File: src/srcfg_pkg.sv
// Purpose: constants, types and state layouts of the readout configuration bank
// Assumes: byte-wide register port, one clock at 40 MHz
// Notes: every multi-byte setting is little endian across byte addresses
//
// Overview of operation
// - simple mode skips the plain skip count of rows; pair skip acts alike.
// - subsampling combines with any window base from the windowing logic.
// - the programmed total row count is read out, one row for a zero count; reset 1088.
// - internal exposure: each request yields the programmed frame count, one frame for zero; reset 1.
// - lane select 0..3 enables sixteen, eight, four or two lanes.
// - idle word goes out on active lanes whenever no valid image data.
// - idle word sends 12 low bits, or 10 in 10-bit mode; reset 85.
// - serial clock comes from the internal multiplier by default.
// - synth-on bit gates the multiplier; synth-skip bit bypasses it.
// - bias field zero turns receiver current off; 1..15 raise it; reset 8.
package srcfg_pkg;
    localparam int ADDR_W = 7;
    localparam int DATA_W = 8;
    localparam int ROW_W = 11;
    localparam int PIX_W = 12;
    localparam int LANES_MAX = 16;
    localparam logic [ADDR_W-1:0] ADR_ROWS_LO = 7'h01;
    localparam logic [ADDR_W-1:0] ADR_ROWS_HI = 7'h02;
    localparam logic [ADDR_W-1:0] ADR_PLAIN_LO = 7'h23;
    localparam logic [ADDR_W-1:0] ADR_PLAIN_HI = 7'h24;
    localparam logic [ADDR_W-1:0] ADR_PAIR_LO = 7'h25;
    localparam logic [ADDR_W-1:0] ADR_PAIR_HI = 7'h26;
    localparam logic [ADDR_W-1:0] ADR_FRAMES_LO = 7'h46;
    localparam logic [ADDR_W-1:0] ADR_FRAMES_HI = 7'h47;
    localparam logic [ADDR_W-1:0] ADR_LANES = 7'h48;
    localparam logic [ADDR_W-1:0] ADR_RX_BIAS = 7'h4a;
    localparam logic [ADDR_W-1:0] ADR_IDLE_LO = 7'h4e;
    localparam logic [ADDR_W-1:0] ADR_IDLE_HI = 7'h4f;
    localparam logic [ADDR_W-1:0] ADR_CLK_IN = 7'h52;
    localparam logic [ADDR_W-1:0] ADR_SYN_ON = 7'h71;
    localparam logic [ADDR_W-1:0] ADR_SYN_IN = 7'h72;
    localparam logic [ADDR_W-1:0] ADR_SYN_SKIP = 7'h73;
    localparam logic [ADDR_W-1:0] ADR_SYN_BAND = 7'h74;
    localparam logic [15:0] ROWS_RST = 16'h0440;
    localparam logic [15:0] FRAMES_RST = 16'h0001;
    localparam logic [15:0] SKIP_RST = 16'h0000;
    localparam logic [1:0] LANES_RST = 2'h0;
    localparam logic [3:0] RX_BIAS_RST = 4'h8;
    localparam logic [11:0] IDLE_RST = 12'h055;
    localparam logic EXT_CLK_RST = 1'b0;
    localparam logic SYN_ON_RST = 1'b1;
    localparam logic SYN_SKIP_RST = 1'b0;
    localparam logic [1:0] SYN_IN_RST = 2'h0;
    localparam logic [7:0] SYN_BAND_RST = 8'hd9;
    localparam int EXT_CLK_BIT = 2;
    localparam int RANGE_BIT = 7;
    localparam int OUT_BAND_LSB = 4;
    localparam int OUT_BAND_W = 3;
    localparam int IDLE_HI_W = 4;
    localparam int NARROW_W = 10;

    typedef struct packed {
        logic wr;
        logic rd;
        logic [ADDR_W-1:0] addr;
        logic [DATA_W-1:0] wdata;
    } srcfg_bus_type;

    typedef struct packed {
        logic mult_on;
        logic mult_bypass;
        logic use_internal;
        logic ext_clk_en;
        logic rx_current_on;
        logic [3:0] rx_bias;
        logic [1:0] in_band;
        logic [2:0] out_band;
        logic range;
    } srcfg_synth_type;

    typedef enum logic [3:0] {
        SEQ_IDLE = 4'b0001,
        SEQ_ROW = 4'b0010,
        SEQ_STEP = 4'b0100,
        SEQ_END = 4'b1000
    } srcfg_seq_type;

    typedef struct packed {
        logic [2:0] stage;
        logic level;
    } srcfg_sync_type;
endpackage

File: src/srcfg_top.sv
// Purpose: readout configuration bank with row and frame sequencing
// Assumes: byte register port, reads answer one cycle later
// Notes: settings are used live; change them between frames only
//
// Decided for this implementation: the strobed register port.
`timescale 1ns/1ps
module srcfg_top
    import srcfg_pkg::*;
#(
    parameter int ROW_CYCLES = 4
)(
    input wire logic clk_in,
    input wire logic nrst_in,
    input wire srcfg_bus_type bus_in,
    input wire logic frame_req_in,
    input wire logic internal_exposure_in,
    input wire logic bit_mode_10_in,
    input wire logic [ROW_W-1:0] row_base_in,
    input wire logic [PIX_W-1:0] pixel_data_in,
    output logic [DATA_W-1:0] rdata_out,
    output logic [ROW_W-1:0] row_addr_out,
    output logic row_strobe_out,
    output logic data_valid_out,
    output logic [PIX_W-1:0] lane_word_out,
    output logic [LANES_MAX-1:0] lane_enable_out,
    output logic frame_start_out,
    output logic burst_done_out,
    output logic busy_out,
    output srcfg_synth_type synth_out
);
    localparam int TMR_W = $clog2(ROW_CYCLES + 1);
    localparam logic [TMR_W-1:0] TMR_LAST = TMR_W'(ROW_CYCLES - 1);

    typedef struct packed {
        logic [15:0] total_row_count;
        logic [15:0] plain_row_skip;
        logic [15:0] pair_row_skip;
        logic [15:0] frame_burst_count;
        logic [1:0] lane_count_select;
        logic [3:0] rx_bias_level;
        logic [11:0] idle_word;
        logic ext_serial_clock_enable;
        logic synth_on;
        logic [1:0] synth_in_band;
        logic synth_skip;
        logic [7:0] synth_band_select;
        logic [DATA_W-1:0] rdata;
        srcfg_seq_type seq;
        logic req_seen;
        logic [15:0] rows_left;
        logic [15:0] frames_left;
        logic [ROW_W-1:0] row_offset;
        logic [TMR_W-1:0] tmr;
        logic [ROW_W-1:0] row_addr;
        logic row_strobe;
        logic data_valid;
        logic [PIX_W-1:0] lane_word;
        logic [LANES_MAX-1:0] lane_enable;
        logic frame_start;
        logic burst_done;
        logic busy;
        srcfg_synth_type synth;
    } srcfg_state_type;

    srcfg_state_type state_reg;
    srcfg_state_type state_next;
    logic req_level;
    logic [LANES_MAX-1:0] lane_mask;
    logic [1:0] lane_sel;
    logic [15:0] skip_sum;
    logic [PIX_W-1:0] idle_shown;

    srcfg_sync srcfg_sync_inst (
        .clk_in(clk_in),
        .nrst_in(nrst_in),
        .pin_in(frame_req_in),
        .level_out(req_level)
    );

    // select write reaches the enables on the next edge, like the settings fed to synth_out
    assign lane_sel = (bus_in.wr && (bus_in.addr == ADR_LANES))
        ? bus_in.wdata[1:0] : state_reg.lane_count_select;

    // lane i is live when it lies below 16 >> select
    for (genvar i = 0; i < LANES_MAX; i++) begin : g_lane
        assign lane_mask[i] = (i < (LANES_MAX >> lane_sel));
    end

    // plain and paired counts add: in advanced use plain stays zero
    assign skip_sum = state_reg.plain_row_skip + state_reg.pair_row_skip;

    // 10-bit mode drops the upper two bits of the idle word
    always_comb begin
        idle_shown = state_reg.idle_word;
        if (bit_mode_10_in) begin
            idle_shown = {{(PIX_W-NARROW_W){1'b0}}, state_reg.idle_word[NARROW_W-1:0]};
        end
    end

    always_comb begin
        state_next = state_reg;
        state_next.row_strobe = 1'b0;
        state_next.frame_start = 1'b0;
        state_next.burst_done = 1'b0;
        state_next.req_seen = req_level;

        // register writes, low byte at lower address
        if (bus_in.wr) begin
            case (bus_in.addr)
                ADR_ROWS_LO: begin
                    state_next.total_row_count[7:0] = bus_in.wdata;
                end
                ADR_ROWS_HI: begin
                    state_next.total_row_count[15:8] = bus_in.wdata;
                end
                ADR_PLAIN_LO: begin
                    state_next.plain_row_skip[7:0] = bus_in.wdata;
                end
                ADR_PLAIN_HI: begin
                    state_next.plain_row_skip[15:8] = bus_in.wdata;
                end
                ADR_PAIR_LO: begin
                    state_next.pair_row_skip[7:0] = bus_in.wdata;
                end
                ADR_PAIR_HI: begin
                    state_next.pair_row_skip[15:8] = bus_in.wdata;
                end
                ADR_FRAMES_LO: begin
                    state_next.frame_burst_count[7:0] = bus_in.wdata;
                end
                ADR_FRAMES_HI: begin
                    state_next.frame_burst_count[15:8] = bus_in.wdata;
                end
                ADR_LANES: begin
                    state_next.lane_count_select = bus_in.wdata[1:0];
                end
                ADR_RX_BIAS: begin
                    state_next.rx_bias_level = bus_in.wdata[3:0];
                end
                ADR_IDLE_LO: begin
                    state_next.idle_word[7:0] = bus_in.wdata;
                end
                ADR_IDLE_HI: begin
                    state_next.idle_word[11:8] = bus_in.wdata[IDLE_HI_W-1:0];
                end
                ADR_CLK_IN: begin
                    state_next.ext_serial_clock_enable = bus_in.wdata[EXT_CLK_BIT];
                end
                ADR_SYN_ON: begin
                    state_next.synth_on = bus_in.wdata[0];
                end
                ADR_SYN_IN: begin
                    state_next.synth_in_band = bus_in.wdata[1:0];
                end
                ADR_SYN_SKIP: begin
                    state_next.synth_skip = bus_in.wdata[0];
                end
                ADR_SYN_BAND: begin
                    state_next.synth_band_select = bus_in.wdata;
                end
                default: begin
                end
            endcase
        end

        // read data valid only in the cycle after the strobe
        state_next.rdata = '0;
        if (bus_in.rd) begin
            case (bus_in.addr)
                ADR_ROWS_LO: begin
                    state_next.rdata = state_reg.total_row_count[7:0];
                end
                ADR_ROWS_HI: begin
                    state_next.rdata = state_reg.total_row_count[15:8];
                end
                ADR_PLAIN_LO: begin
                    state_next.rdata = state_reg.plain_row_skip[7:0];
                end
                ADR_PLAIN_HI: begin
                    state_next.rdata = state_reg.plain_row_skip[15:8];
                end
                ADR_PAIR_LO: begin
                    state_next.rdata = state_reg.pair_row_skip[7:0];
                end
                ADR_PAIR_HI: begin
                    state_next.rdata = state_reg.pair_row_skip[15:8];
                end
                ADR_FRAMES_LO: begin
                    state_next.rdata = state_reg.frame_burst_count[7:0];
                end
                ADR_FRAMES_HI: begin
                    state_next.rdata = state_reg.frame_burst_count[15:8];
                end
                ADR_LANES: begin
                    state_next.rdata = {6'h00, state_reg.lane_count_select};
                end
                ADR_RX_BIAS: begin
                    state_next.rdata = {4'h0, state_reg.rx_bias_level};
                end
                ADR_IDLE_LO: begin
                    state_next.rdata = state_reg.idle_word[7:0];
                end
                ADR_IDLE_HI: begin
                    state_next.rdata = {4'h0, state_reg.idle_word[11:8]};
                end
                ADR_CLK_IN: begin
                    state_next.rdata = '0;
                    state_next.rdata[EXT_CLK_BIT] = state_reg.ext_serial_clock_enable;
                end
                ADR_SYN_ON: begin
                    state_next.rdata = {7'h00, state_reg.synth_on};
                end
                ADR_SYN_IN: begin
                    state_next.rdata = {6'h00, state_reg.synth_in_band};
                end
                ADR_SYN_SKIP: begin
                    state_next.rdata = {7'h00, state_reg.synth_skip};
                end
                ADR_SYN_BAND: begin
                    state_next.rdata = state_reg.synth_band_select;
                end
                default: begin
                    state_next.rdata = '0;
                end
            endcase
        end

        // row and frame sequencing
        case (state_reg.seq)
            SEQ_IDLE: begin
                state_next.busy = 1'b0;
                if (req_level && !state_reg.req_seen) begin
                    // external exposure gives one frame per request
                    state_next.frames_left = 16'h0001;
                    if (internal_exposure_in && (state_reg.frame_burst_count != '0)) begin
                        state_next.frames_left = state_reg.frame_burst_count;
                    end
                    state_next.rows_left = state_reg.total_row_count;
                    state_next.row_offset = '0;
                    state_next.row_addr = row_base_in;
                    state_next.tmr = '0;
                    state_next.frame_start = 1'b1;
                    state_next.row_strobe = 1'b1;
                    state_next.busy = 1'b1;
                    state_next.seq = SEQ_ROW;
                end
            end
            SEQ_ROW: begin
                if (state_reg.tmr == TMR_LAST) begin
                    state_next.seq = SEQ_STEP;
                end else begin
                    state_next.tmr = state_reg.tmr + TMR_W'(1);
                end
            end
            SEQ_STEP: begin
                state_next.tmr = '0;
                // a zero count is treated as one row so the frame ends
                if (state_reg.rows_left <= 16'h0001) begin
                    state_next.seq = SEQ_END;
                end else begin
                    state_next.rows_left = state_reg.rows_left - 16'h0001;
                    state_next.row_offset = state_reg.row_offset
                        + ROW_W'(skip_sum) + ROW_W'(1);
                    state_next.row_addr = row_base_in + state_reg.row_offset
                        + ROW_W'(skip_sum) + ROW_W'(1);
                    state_next.row_strobe = 1'b1;
                    state_next.seq = SEQ_ROW;
                end
            end
            SEQ_END: begin
                if (state_reg.frames_left <= 16'h0001) begin
                    state_next.burst_done = 1'b1;
                    state_next.busy = 1'b0;
                    state_next.seq = SEQ_IDLE;
                end else begin
                    state_next.frames_left = state_reg.frames_left - 16'h0001;
                    state_next.rows_left = state_reg.total_row_count;
                    state_next.row_offset = '0;
                    state_next.row_addr = row_base_in;
                    state_next.frame_start = 1'b1;
                    state_next.row_strobe = 1'b1;
                    state_next.seq = SEQ_ROW;
                end
            end
            default: begin
                state_next.seq = SEQ_IDLE;
            end
        endcase

        // lane data: pixels during a row, idle word otherwise
        state_next.data_valid = (state_next.seq == SEQ_ROW);
        if (state_next.seq == SEQ_ROW) begin
            state_next.lane_word = pixel_data_in;
            if (bit_mode_10_in) begin
                state_next.lane_word[PIX_W-1:NARROW_W] = '0;
            end
        end else begin
            state_next.lane_word = idle_shown;
        end
        state_next.lane_enable = lane_mask;

        // clock multiplier controls; internal source unless bypassed or off
        state_next.synth.mult_on = state_next.synth_on;
        state_next.synth.mult_bypass = state_next.synth_skip;
        state_next.synth.use_internal = state_next.synth_on
            && !state_next.synth_skip;
        state_next.synth.ext_clk_en = state_next.ext_serial_clock_enable;
        state_next.synth.rx_bias = state_next.rx_bias_level;
        state_next.synth.rx_current_on = (state_next.rx_bias_level != '0);
        state_next.synth.in_band = state_next.synth_in_band;
        state_next.synth.out_band =
            state_next.synth_band_select[OUT_BAND_LSB +: OUT_BAND_W];
        state_next.synth.range = state_next.synth_band_select[RANGE_BIT];
    end

    always_ff @(posedge clk_in or negedge nrst_in) begin
        if (!nrst_in) begin
            state_reg <= '0;
            state_reg.total_row_count <= ROWS_RST;
            state_reg.plain_row_skip <= SKIP_RST;
            state_reg.pair_row_skip <= SKIP_RST;
            state_reg.frame_burst_count <= FRAMES_RST;
            state_reg.lane_count_select <= LANES_RST;
            state_reg.rx_bias_level <= RX_BIAS_RST;
            state_reg.idle_word <= IDLE_RST;
            state_reg.ext_serial_clock_enable <= EXT_CLK_RST;
            state_reg.synth_on <= SYN_ON_RST;
            state_reg.synth_in_band <= SYN_IN_RST;
            state_reg.synth_skip <= SYN_SKIP_RST;
            state_reg.synth_band_select <= SYN_BAND_RST;
            state_reg.seq <= SEQ_IDLE;
            state_reg.lane_word <= IDLE_RST;
            state_reg.lane_enable <= '1;
            state_reg.synth.mult_on <= SYN_ON_RST;
            state_reg.synth.use_internal <= 1'b1;
            state_reg.synth.rx_bias <= RX_BIAS_RST;
            state_reg.synth.rx_current_on <= 1'b1;
            state_reg.synth.out_band <= SYN_BAND_RST[OUT_BAND_LSB +: OUT_BAND_W];
            state_reg.synth.range <= SYN_BAND_RST[RANGE_BIT];
        end else begin
            state_reg <= state_next;
        end
    end

    assign rdata_out = state_reg.rdata;
    assign row_addr_out = state_reg.row_addr;
    assign row_strobe_out = state_reg.row_strobe;
    assign data_valid_out = state_reg.data_valid;
    assign lane_word_out = state_reg.lane_word;
    assign lane_enable_out = state_reg.lane_enable;
    assign frame_start_out = state_reg.frame_start;
    assign burst_done_out = state_reg.burst_done;
    assign busy_out = state_reg.busy;
    assign synth_out = state_reg.synth;
endmodule

File: src/srcfg_sync.sv
// Purpose: three-flop synchroniser for a pin level
// Assumes: input is asynchronous to clk_in
// Notes: output changes only once stages two and three agree
`timescale 1ns/1ps
module srcfg_sync
    import srcfg_pkg::*;
(
    input wire logic clk_in,
    input wire logic nrst_in,
    input wire logic pin_in,
    output logic level_out
);
    srcfg_sync_type state_reg;
    srcfg_sync_type state_next;

    always_comb begin
        state_next = state_reg;
        state_next.stage = {state_reg.stage[1:0], pin_in};
        // stage 0 feeds only stage 1; filter looks at later stages
        if (state_reg.stage[1] == state_reg.stage[2]) begin
            state_next.level = state_reg.stage[2];
        end
    end

    always_ff @(posedge clk_in or negedge nrst_in) begin
        if (!nrst_in) begin
            state_reg <= '0;
        end else begin
            state_reg <= state_next;
        end
    end

    assign level_out = state_reg.level;
endmodule

File: config.mk
export PLATFORM = sky130hd
export DESIGN_NAME = srcfg_top
export DESIGN_NICKNAME = d
export VERILOG_FILES = /design/src/srcfg_pkg.sv /design/src/srcfg_top.sv /design/src/srcfg_sync.sv
export SDC_FILE = /design/constraint.sdc
export NUM_CORES = 1
export LEC_CHECK = 0
export ABC_AREA = 1
export BUFFER_PORTS_ARGS = -buffer_cell sky130_fd_sc_hd__buf_4
export CAP_MARGIN = 40
export CORE_AREA = 5 5 153 126
export CTS_CLUSTER_SIZE = 40
export DETAILED_ROUTE_END_ITERATION = 10
export DIE_AREA = 0 0 158 131
export PLACE_DENSITY = 0.95
export RECOVER_POWER = 100
export REMOVE_ABC_BUFFERS = 1
export SLEW_MARGIN = 15
export SYNTH_ARGS = -nofsm -noshare
export SYNTH_HDL_FRONTEND = slang
export SYNTH_SLANG_ARGS = --single-unit
File: constraint.sdc
create_clock -name clk_in -period 7.5 [get_ports clk_in]
set_clock_uncertainty 0.05 [all_clocks]
set_input_delay 0.75 -clock clk_in [delete_from_list [all_inputs] [get_ports clk_in]]
set_output_delay 0.75 -clock clk_in [all_outputs]
set_load 0.02 [all_outputs]
==> results.ini, run 1 <==
[outcome]
violations=max-capacitance violations, max-slew violations
status=complete, but fails checks

[placed_design]
gp_congestion=1.01
hpwl_um=21100
port_buffers=111

[yosys]
ys_async_sr_fraction=1.00
syn_area_per_cell_sq_um=7.98
synth_area_sq_mm=0.0112
synth_area_leaders=dfrtp_1 37%, nand2_1 13%, o21ai_0 6.7%
ys_warn_count=0
synth-seq-area-share=0.433
synth_top_cell_area_share=0.374
ys_ff_latch=192
netlist-cell-type-count=61
synthCells=1399
synth_top_flop_cell=dfrtp_1
synth-edff-count=0
synth_area_leader_cell=dfrtp_1

[clock_tree]
cts_tree=yes
htreeDepth=4
postCtsSetupRepairBufs=0
cts_resized=0
clock-sinks=192
clock-root-buffer=clkbuf_16
path_clk_slew_ns=0.07
clk_latency_ns=0.45
cts_hold_buf=0
cts_buffers=17
cts_buffer_depth=2

[timing]
worstMarginPinSlew_ns=2.35
grt_setup_unrepaired=false
setup-violations-final=0
min_period_ns=5.28
finalCritPeriodShare=0.704
fin_tns_setup_ns=0
max_freq_mhz=190
hold_ws_ns=0.304
hold_viol_final=0
max_slew_margin=-0.564
slew_viol_final=85

[grt]
grt_first_pass_wirelength_um=48800
grt_usage=0.295
grt_start_max_net_pins=90
overflow=0
antenna_found_initial=0
first_global_vias=9768

[detailed_routing]
postRouteWirelength_um=30200
dr.pass1.iters=8
drt_iter0_markers=1542
viasPerCell=6.08
drcViolationCount=0
ant_nets=0
post_drt_wl_per_cell_um=18.0
vias=10211

[power]
power.share.clock=0.303
ir_drop_mv=0.154
p_per_area_mw_per_mm2=259
p_int_w=0.00194
switching_share=0.373
switchingPower_w=0.00115
seqPwrFrac=0.422
share_comb_of_total_power=0.275
leakage_nw=5.80

[critical_path]
crit_slowest_cell=nand3_1
r2r_setup_slack_ns=2.22
endpoint_kind=flip-flop
cpPeakStageDelay_ns=1.27
critPathMaxFanout=43
crit_type=flip-flop to flip-flop
cp.required_ns=7.80
cp_top_family=simple AND/OR/NAND/NOR gates
cp-start-kind=flip-flop
cp.arrival_ns=5.57
path_buf_inv=2
path_cells=inv_1 > ha_1 > nand2_1 > nor2_1 > o21ai_0 > nand2_1 > nand3_1 > nor2_1 > inv_1 > o21ai_0

[cells_and_area]
final_nets=1531
drive_gt1_frac=0.0779
diodes=0
largest_reg_flops=135
n_fill_cell=1368
area_growth_pct=6.73

[die]
ios=112
core_area_sq_mm=0.0177
dieArea_sq_mm=0.0207
row_count=44
die_w_um=158
fp.dieH_um=131
start_util=0.632

[flow_run]
cap_violations=2

[worst_hold_path]
min_path_type=flip-flop to flip-flop

[stage by stage]
stage,std cells,power (W),util,instance area (sq um),setup WS [ns]
2_1_floorplan,1303,0.00190,-,10500,4.26
4_1_cts,1680,0.00315,0.695,12300,3.80
5_1_grt,1680,0.00325,0.674,11900,1.91
3_3_place_gp,1646,0.00217,0.659,11700,4.02
3_5_place_dp,1648,0.00222,0.661,11700,3.82
6_report,1680,0.00309,0.674,11900,2.22
[power groups by stage]
stage / clock [W] / sequential (W) / combinational [W]
CTS: 0.000935 / 0.00130 / 0.000915
global placement: 0 / 0.00131 / 0.000864
detailed placement: 0 / 0.00132 / 0.000904
global route: 0.000988 / 0.00132 / 0.000938
finish: 0.000937 / 0.00130 / 0.000849
floorplan: 0 / 0.00138 / 0.000524
[placed cells by master, fill, tap and decap left out, types with 17 or more instances in the layout]
master | Yosys | final
nand2_1 | 378 | 383
dfrtp_1 | 167 | 167
o21ai_0 | 150 | 163
inv_1 | 147 | 154
nor2_1 | 101 | 104
clkbuf_1 | 13 | 65
a21oi_1 | 57 | 57
nand3_1 | 48 | 49
buf_4 | 65 | 49
ha_1 | 37 | 37
nor3_1 | 15 | 19
clkbuf_16 | 0 | 17
dfstp_2 | 25 | 17
[kinds of logic after synthesis]
| group | after synthesis | synth area share |
|---|---|---|
| AOI/OAI and AO/OA | 289 | 0.147 |
| adders and majority gates | 50 | 0.0639 |
| DFF | 192 | 0.433 |
| other | 1 | 0.000336 |
| xor gates and xnor gates | 23 | 0.0180 |
| and+or+nand+nor | 590 | 0.225 |
| muxes | 2 | 0.00190 |
| buffers and inverters | 252 | 0.111 |
[Yosys cell counts (all sizes together), types with 14 or more instances]
| library cell | n |
|---|---|
| dfrtp | 167 |
| o21ai | 166 |
| dfstp | 25 |
| nand2 | 385 |
| nor2 | 109 |
| a31oi | 16 |
| xnor2 | 16 |
| inv | 155 |
| nand3 | 50 |
| ha | 37 |
| nand4 | 14 |
| nor3 | 19 |
| a21oi | 58 |
| buf | 83 |
[worst register-to-register path: stages, from the launching register on]
cell     delay [ns]
dfrtp_1        0.45
inv_1          0.11
ha_1           0.23
nand2_1        0.11
nor2_1         0.30
o21ai_0        0.19
nand2_1        0.45
nand3_1        1.27
nor2_1         1.13
inv_1          0.52
o21ai_0        0.38
[metal layers]
| metal | vias to the layer above | GRT usage | routed length [um] |
|---|---|---|---|
| met5 | - | 0 | 0 |
| met4 | 0 | 0.102 | 1040 |
| met3 | 114 | 0.0747 | 3580 |
| met2 | 745 | 0.464 | 13800 |
| met1 | 4768 | 0.403 | 11800 |
| li1 | 4584 | - | - |
[final timing paths]
path | depth (start not counted) | startpoint | end
worst max-delay path | 10 | state_reg[89]$_DFFE_PN0P_ | lane_word_out[6]$_DFF_PN1_
worst max register to register | 10 | state_reg[89]$_DFFE_PN0P_ | lane_word_out[6]$_DFF_PN1_
worst min-delay path | 0 | srcfg_sync_inst.state_next[2]$_DFF_PN0_ | srcfg_sync_inst.state_next[3]$_DFF_PN0_
min in group asynchronous | 1 | nrst_in | frame_start_out$_DFF_PN0_
worst min register to register | 0 | srcfg_sync_inst.state_next[2]$_DFF_PN0_ | srcfg_sync_inst.state_next[3]$_DFF_PN0_
max in group asynchronous | 3 | nrst_in | state_reg[158]$_DFFE_PN0P_
[area by class of cell]
| class | instances | area [sq um] | area share |
|---|---|---|---|
| Sequential cell | 192 | 4840 | 0.406 |
| Multi-Input combinational cell | 955 | 4970 | 0.417 |
| Timing Repair Buffer | 115 | 643 | 0.0540 |
| Clock inverter | 14 | 170 | 0.0143 |
| Inverter | 156 | 586 | 0.0491 |
| Tap cell | 230 | 288 | 0.0241 |
| Clock buffer | 18 | 429 | 0.0360 |
No activity file was read; power rests on OpenSTA's default activity.
==> run 2, diff against run 1 <==
CORE_AREA = 5 5 159 131   (was 5 5 153 126)
DIE_AREA = 0 0 164 136   (was 0 0 158 131)
PLACE_DENSITY = 0.92   (was 0.95)
clock period = 5.2 ns   (was 7.5 ns; I/O delays follow)
==> results.ini, run 2 (synthesis results as in run 1) <==
[outcome]
status=complete, but fails checks
violations=max-capacitance violations, max-slew violations

[cells_and_area]
final_common_cell=nand2_1
final_cell_mix=382 x nand2_1, 167 x dfrtp_1, 163 x o21ai_0, 151 x inv_1, 102 x nor2_1
diodes=0
area_growth_pct=7.80
final_nets=1533
drive_gt1_frac=0.0833
multi_input_area_sq_mm=0.00500
n_fill_cell=1644
fin_util=0.626
post-route-cell-area_sq_mm=0.0120
ff_latch_area_sq_mm=0.00484
largest_reg_flops=135

[die]
fp.dieH_um=136
ios=112
start_util=0.581
dieArea_sq_mm=0.0223
die_w_um=164
row_count=46
core_area_sq_mm=0.0192

[detailed_routing]
dr.pass1.iters=9
drt_iter0_markers=1184
viasPerCell=5.78
post_drt_wl_per_cell_um=17.1
ant_nets=0
postRouteWirelength_um=29300
vias=9918
drcViolationCount=0

[grt]
first_global_vias=9541
antenna_found_initial=0
grt_first_pass_wirelength_um=48300
overflow=0
grt_usage=0.272
grt_start_max_net_pins=107

[timing]
min_period_ns=4.17
max_freq_mhz=240
worstMarginPinSlew_ns=1.76
hold_ws_ns=0.160
max_slew_margin=-0.177
slew_viol_final=44
setup-violations-final=0
fin_ws_ns=1.03
hold_viol_final=0
finalCritPeriodShare=0.801
fin_tns_setup_ns=0
grt_setup_unrepaired=false

[clock_tree]
path_clk_slew_ns=0.08
clock-sinks=192
cts_buffer_depth=2
clock-root-buffer=clkbuf_16
htreeDepth=4
clk_latency_ns=0.44
cts_tree=yes
cts_buffers=17

[power]
p_per_area_mw_per_mm2=370
ir_drop_mv=0.231
leakage_nw=5.82

[placed_design]
gp_congestion=0.977
dpl_worst_slack_ns=1.59
hpwl_um=21000
port_buffers=111
postPlaceCellArea_sq_mm=0.0117

[critical_path]
cp.required_ns=5.49
r2r-start=state_reg[89]$_DFFE_PN0P_
timing.rr.end=lane_word_out[11]$_DFF_PN0_
cp.arrival_ns=4.46
worstSetupStartpoint=state_reg[89]$_DFFE_PN0P_
crit_type=flip-flop to flip-flop
worstRegToRegCells=11
endpoint_kind=flip-flop
critPathMaxFanout=43
r2r_setup_slack_ns=1.03
cp-start-kind=flip-flop

[worst_hold_path]
min_path_type=input pin to flip-flop
hp-start=frame_req_in
hold_path_end=srcfg_sync_inst.state_next[2]$_DFF_PN0_
hold-path-cell-count=1

[flow_run]
cap_violations=1

run 2: area by class of cell:
cell class,count,area share
Clock inverter,15,0.0175
Clock buffer,17,0.0353
Sequential cell,192,0.402
Tap cell,264,0.0274
Inverter,156,0.0486
Timing Repair Buffer,117,0.0540
Multi-Input combinational cell,955,0.415
run 2: worst max path at each step:
stage	end	slack, ns
2_1_floorplan	row_addr_out[10]$_DFFE_PN0P_	1.96
3_3_place_gp	row_addr_out[10]$_DFFE_PN0P_	1.68
3_5_place_dp	row_addr_out[10]$_DFFE_PN0P_	1.59
4_1_cts	row_addr_out[10]$_DFFE_PN0P_	1.56
6_report	lane_word_out[11]$_DFF_PN0_	1.03
5_1_grt	lane_word_out[11]$_DFF_PN0_	0.71
run 2: metrics by stage:
step / instances / power [W]
2_1_floorplan: 1303 / 0.00274
3_5_place_dp: 1682 / 0.00320
4_1_cts: 1714 / 0.00456
5_1_grt: 1716 / 0.00471
6_report: 1716 / 0.00446
3_3_place_gp: 1681 / 0.00315
run 2: worst max-delay path, stage by stage (launching register included):
cell and delay (ns):
dfrtp_1 0.45, inv_1 0.10, ha_1 0.22, nand2_1 0.15
nor2_4 0.17, o21ai_0 0.19, nand2_4 0.21, nand3_1 1.23
nor2_4 0.75, inv_2 0.29, nor2_1 0.18, nor2_1 0.06
run 2: repair_timing:
| item | in CTS | in global routing |
|---|---|---|
| endpoints found under the setup margin | 0 | 0 |
| resized for setup | 0 | 0 |
| hold endpoints to repair | 0 | 20 |
| buffers inserted | 0 | 0 |
| hold buffers | 0 | 1 |
run 2: power by group:
part	switching, W	total (W)	internal [W]
sequential	0.000155	0.00187	0.00171
combinational	0.000830	0.00122	0.000393
clock	0.000701	0.00136	0.000663
total	0.00169	0.00446	0.00277
run 2: per-layer routing:
layer  vias up  share of wire  GRT usage
met3       100           0.10     0.0737
li1       4582              -          -
met2       567           0.45      0.416
met4         0          0.033     0.0973
met1      4669           0.42      0.376
met5         -              0          0
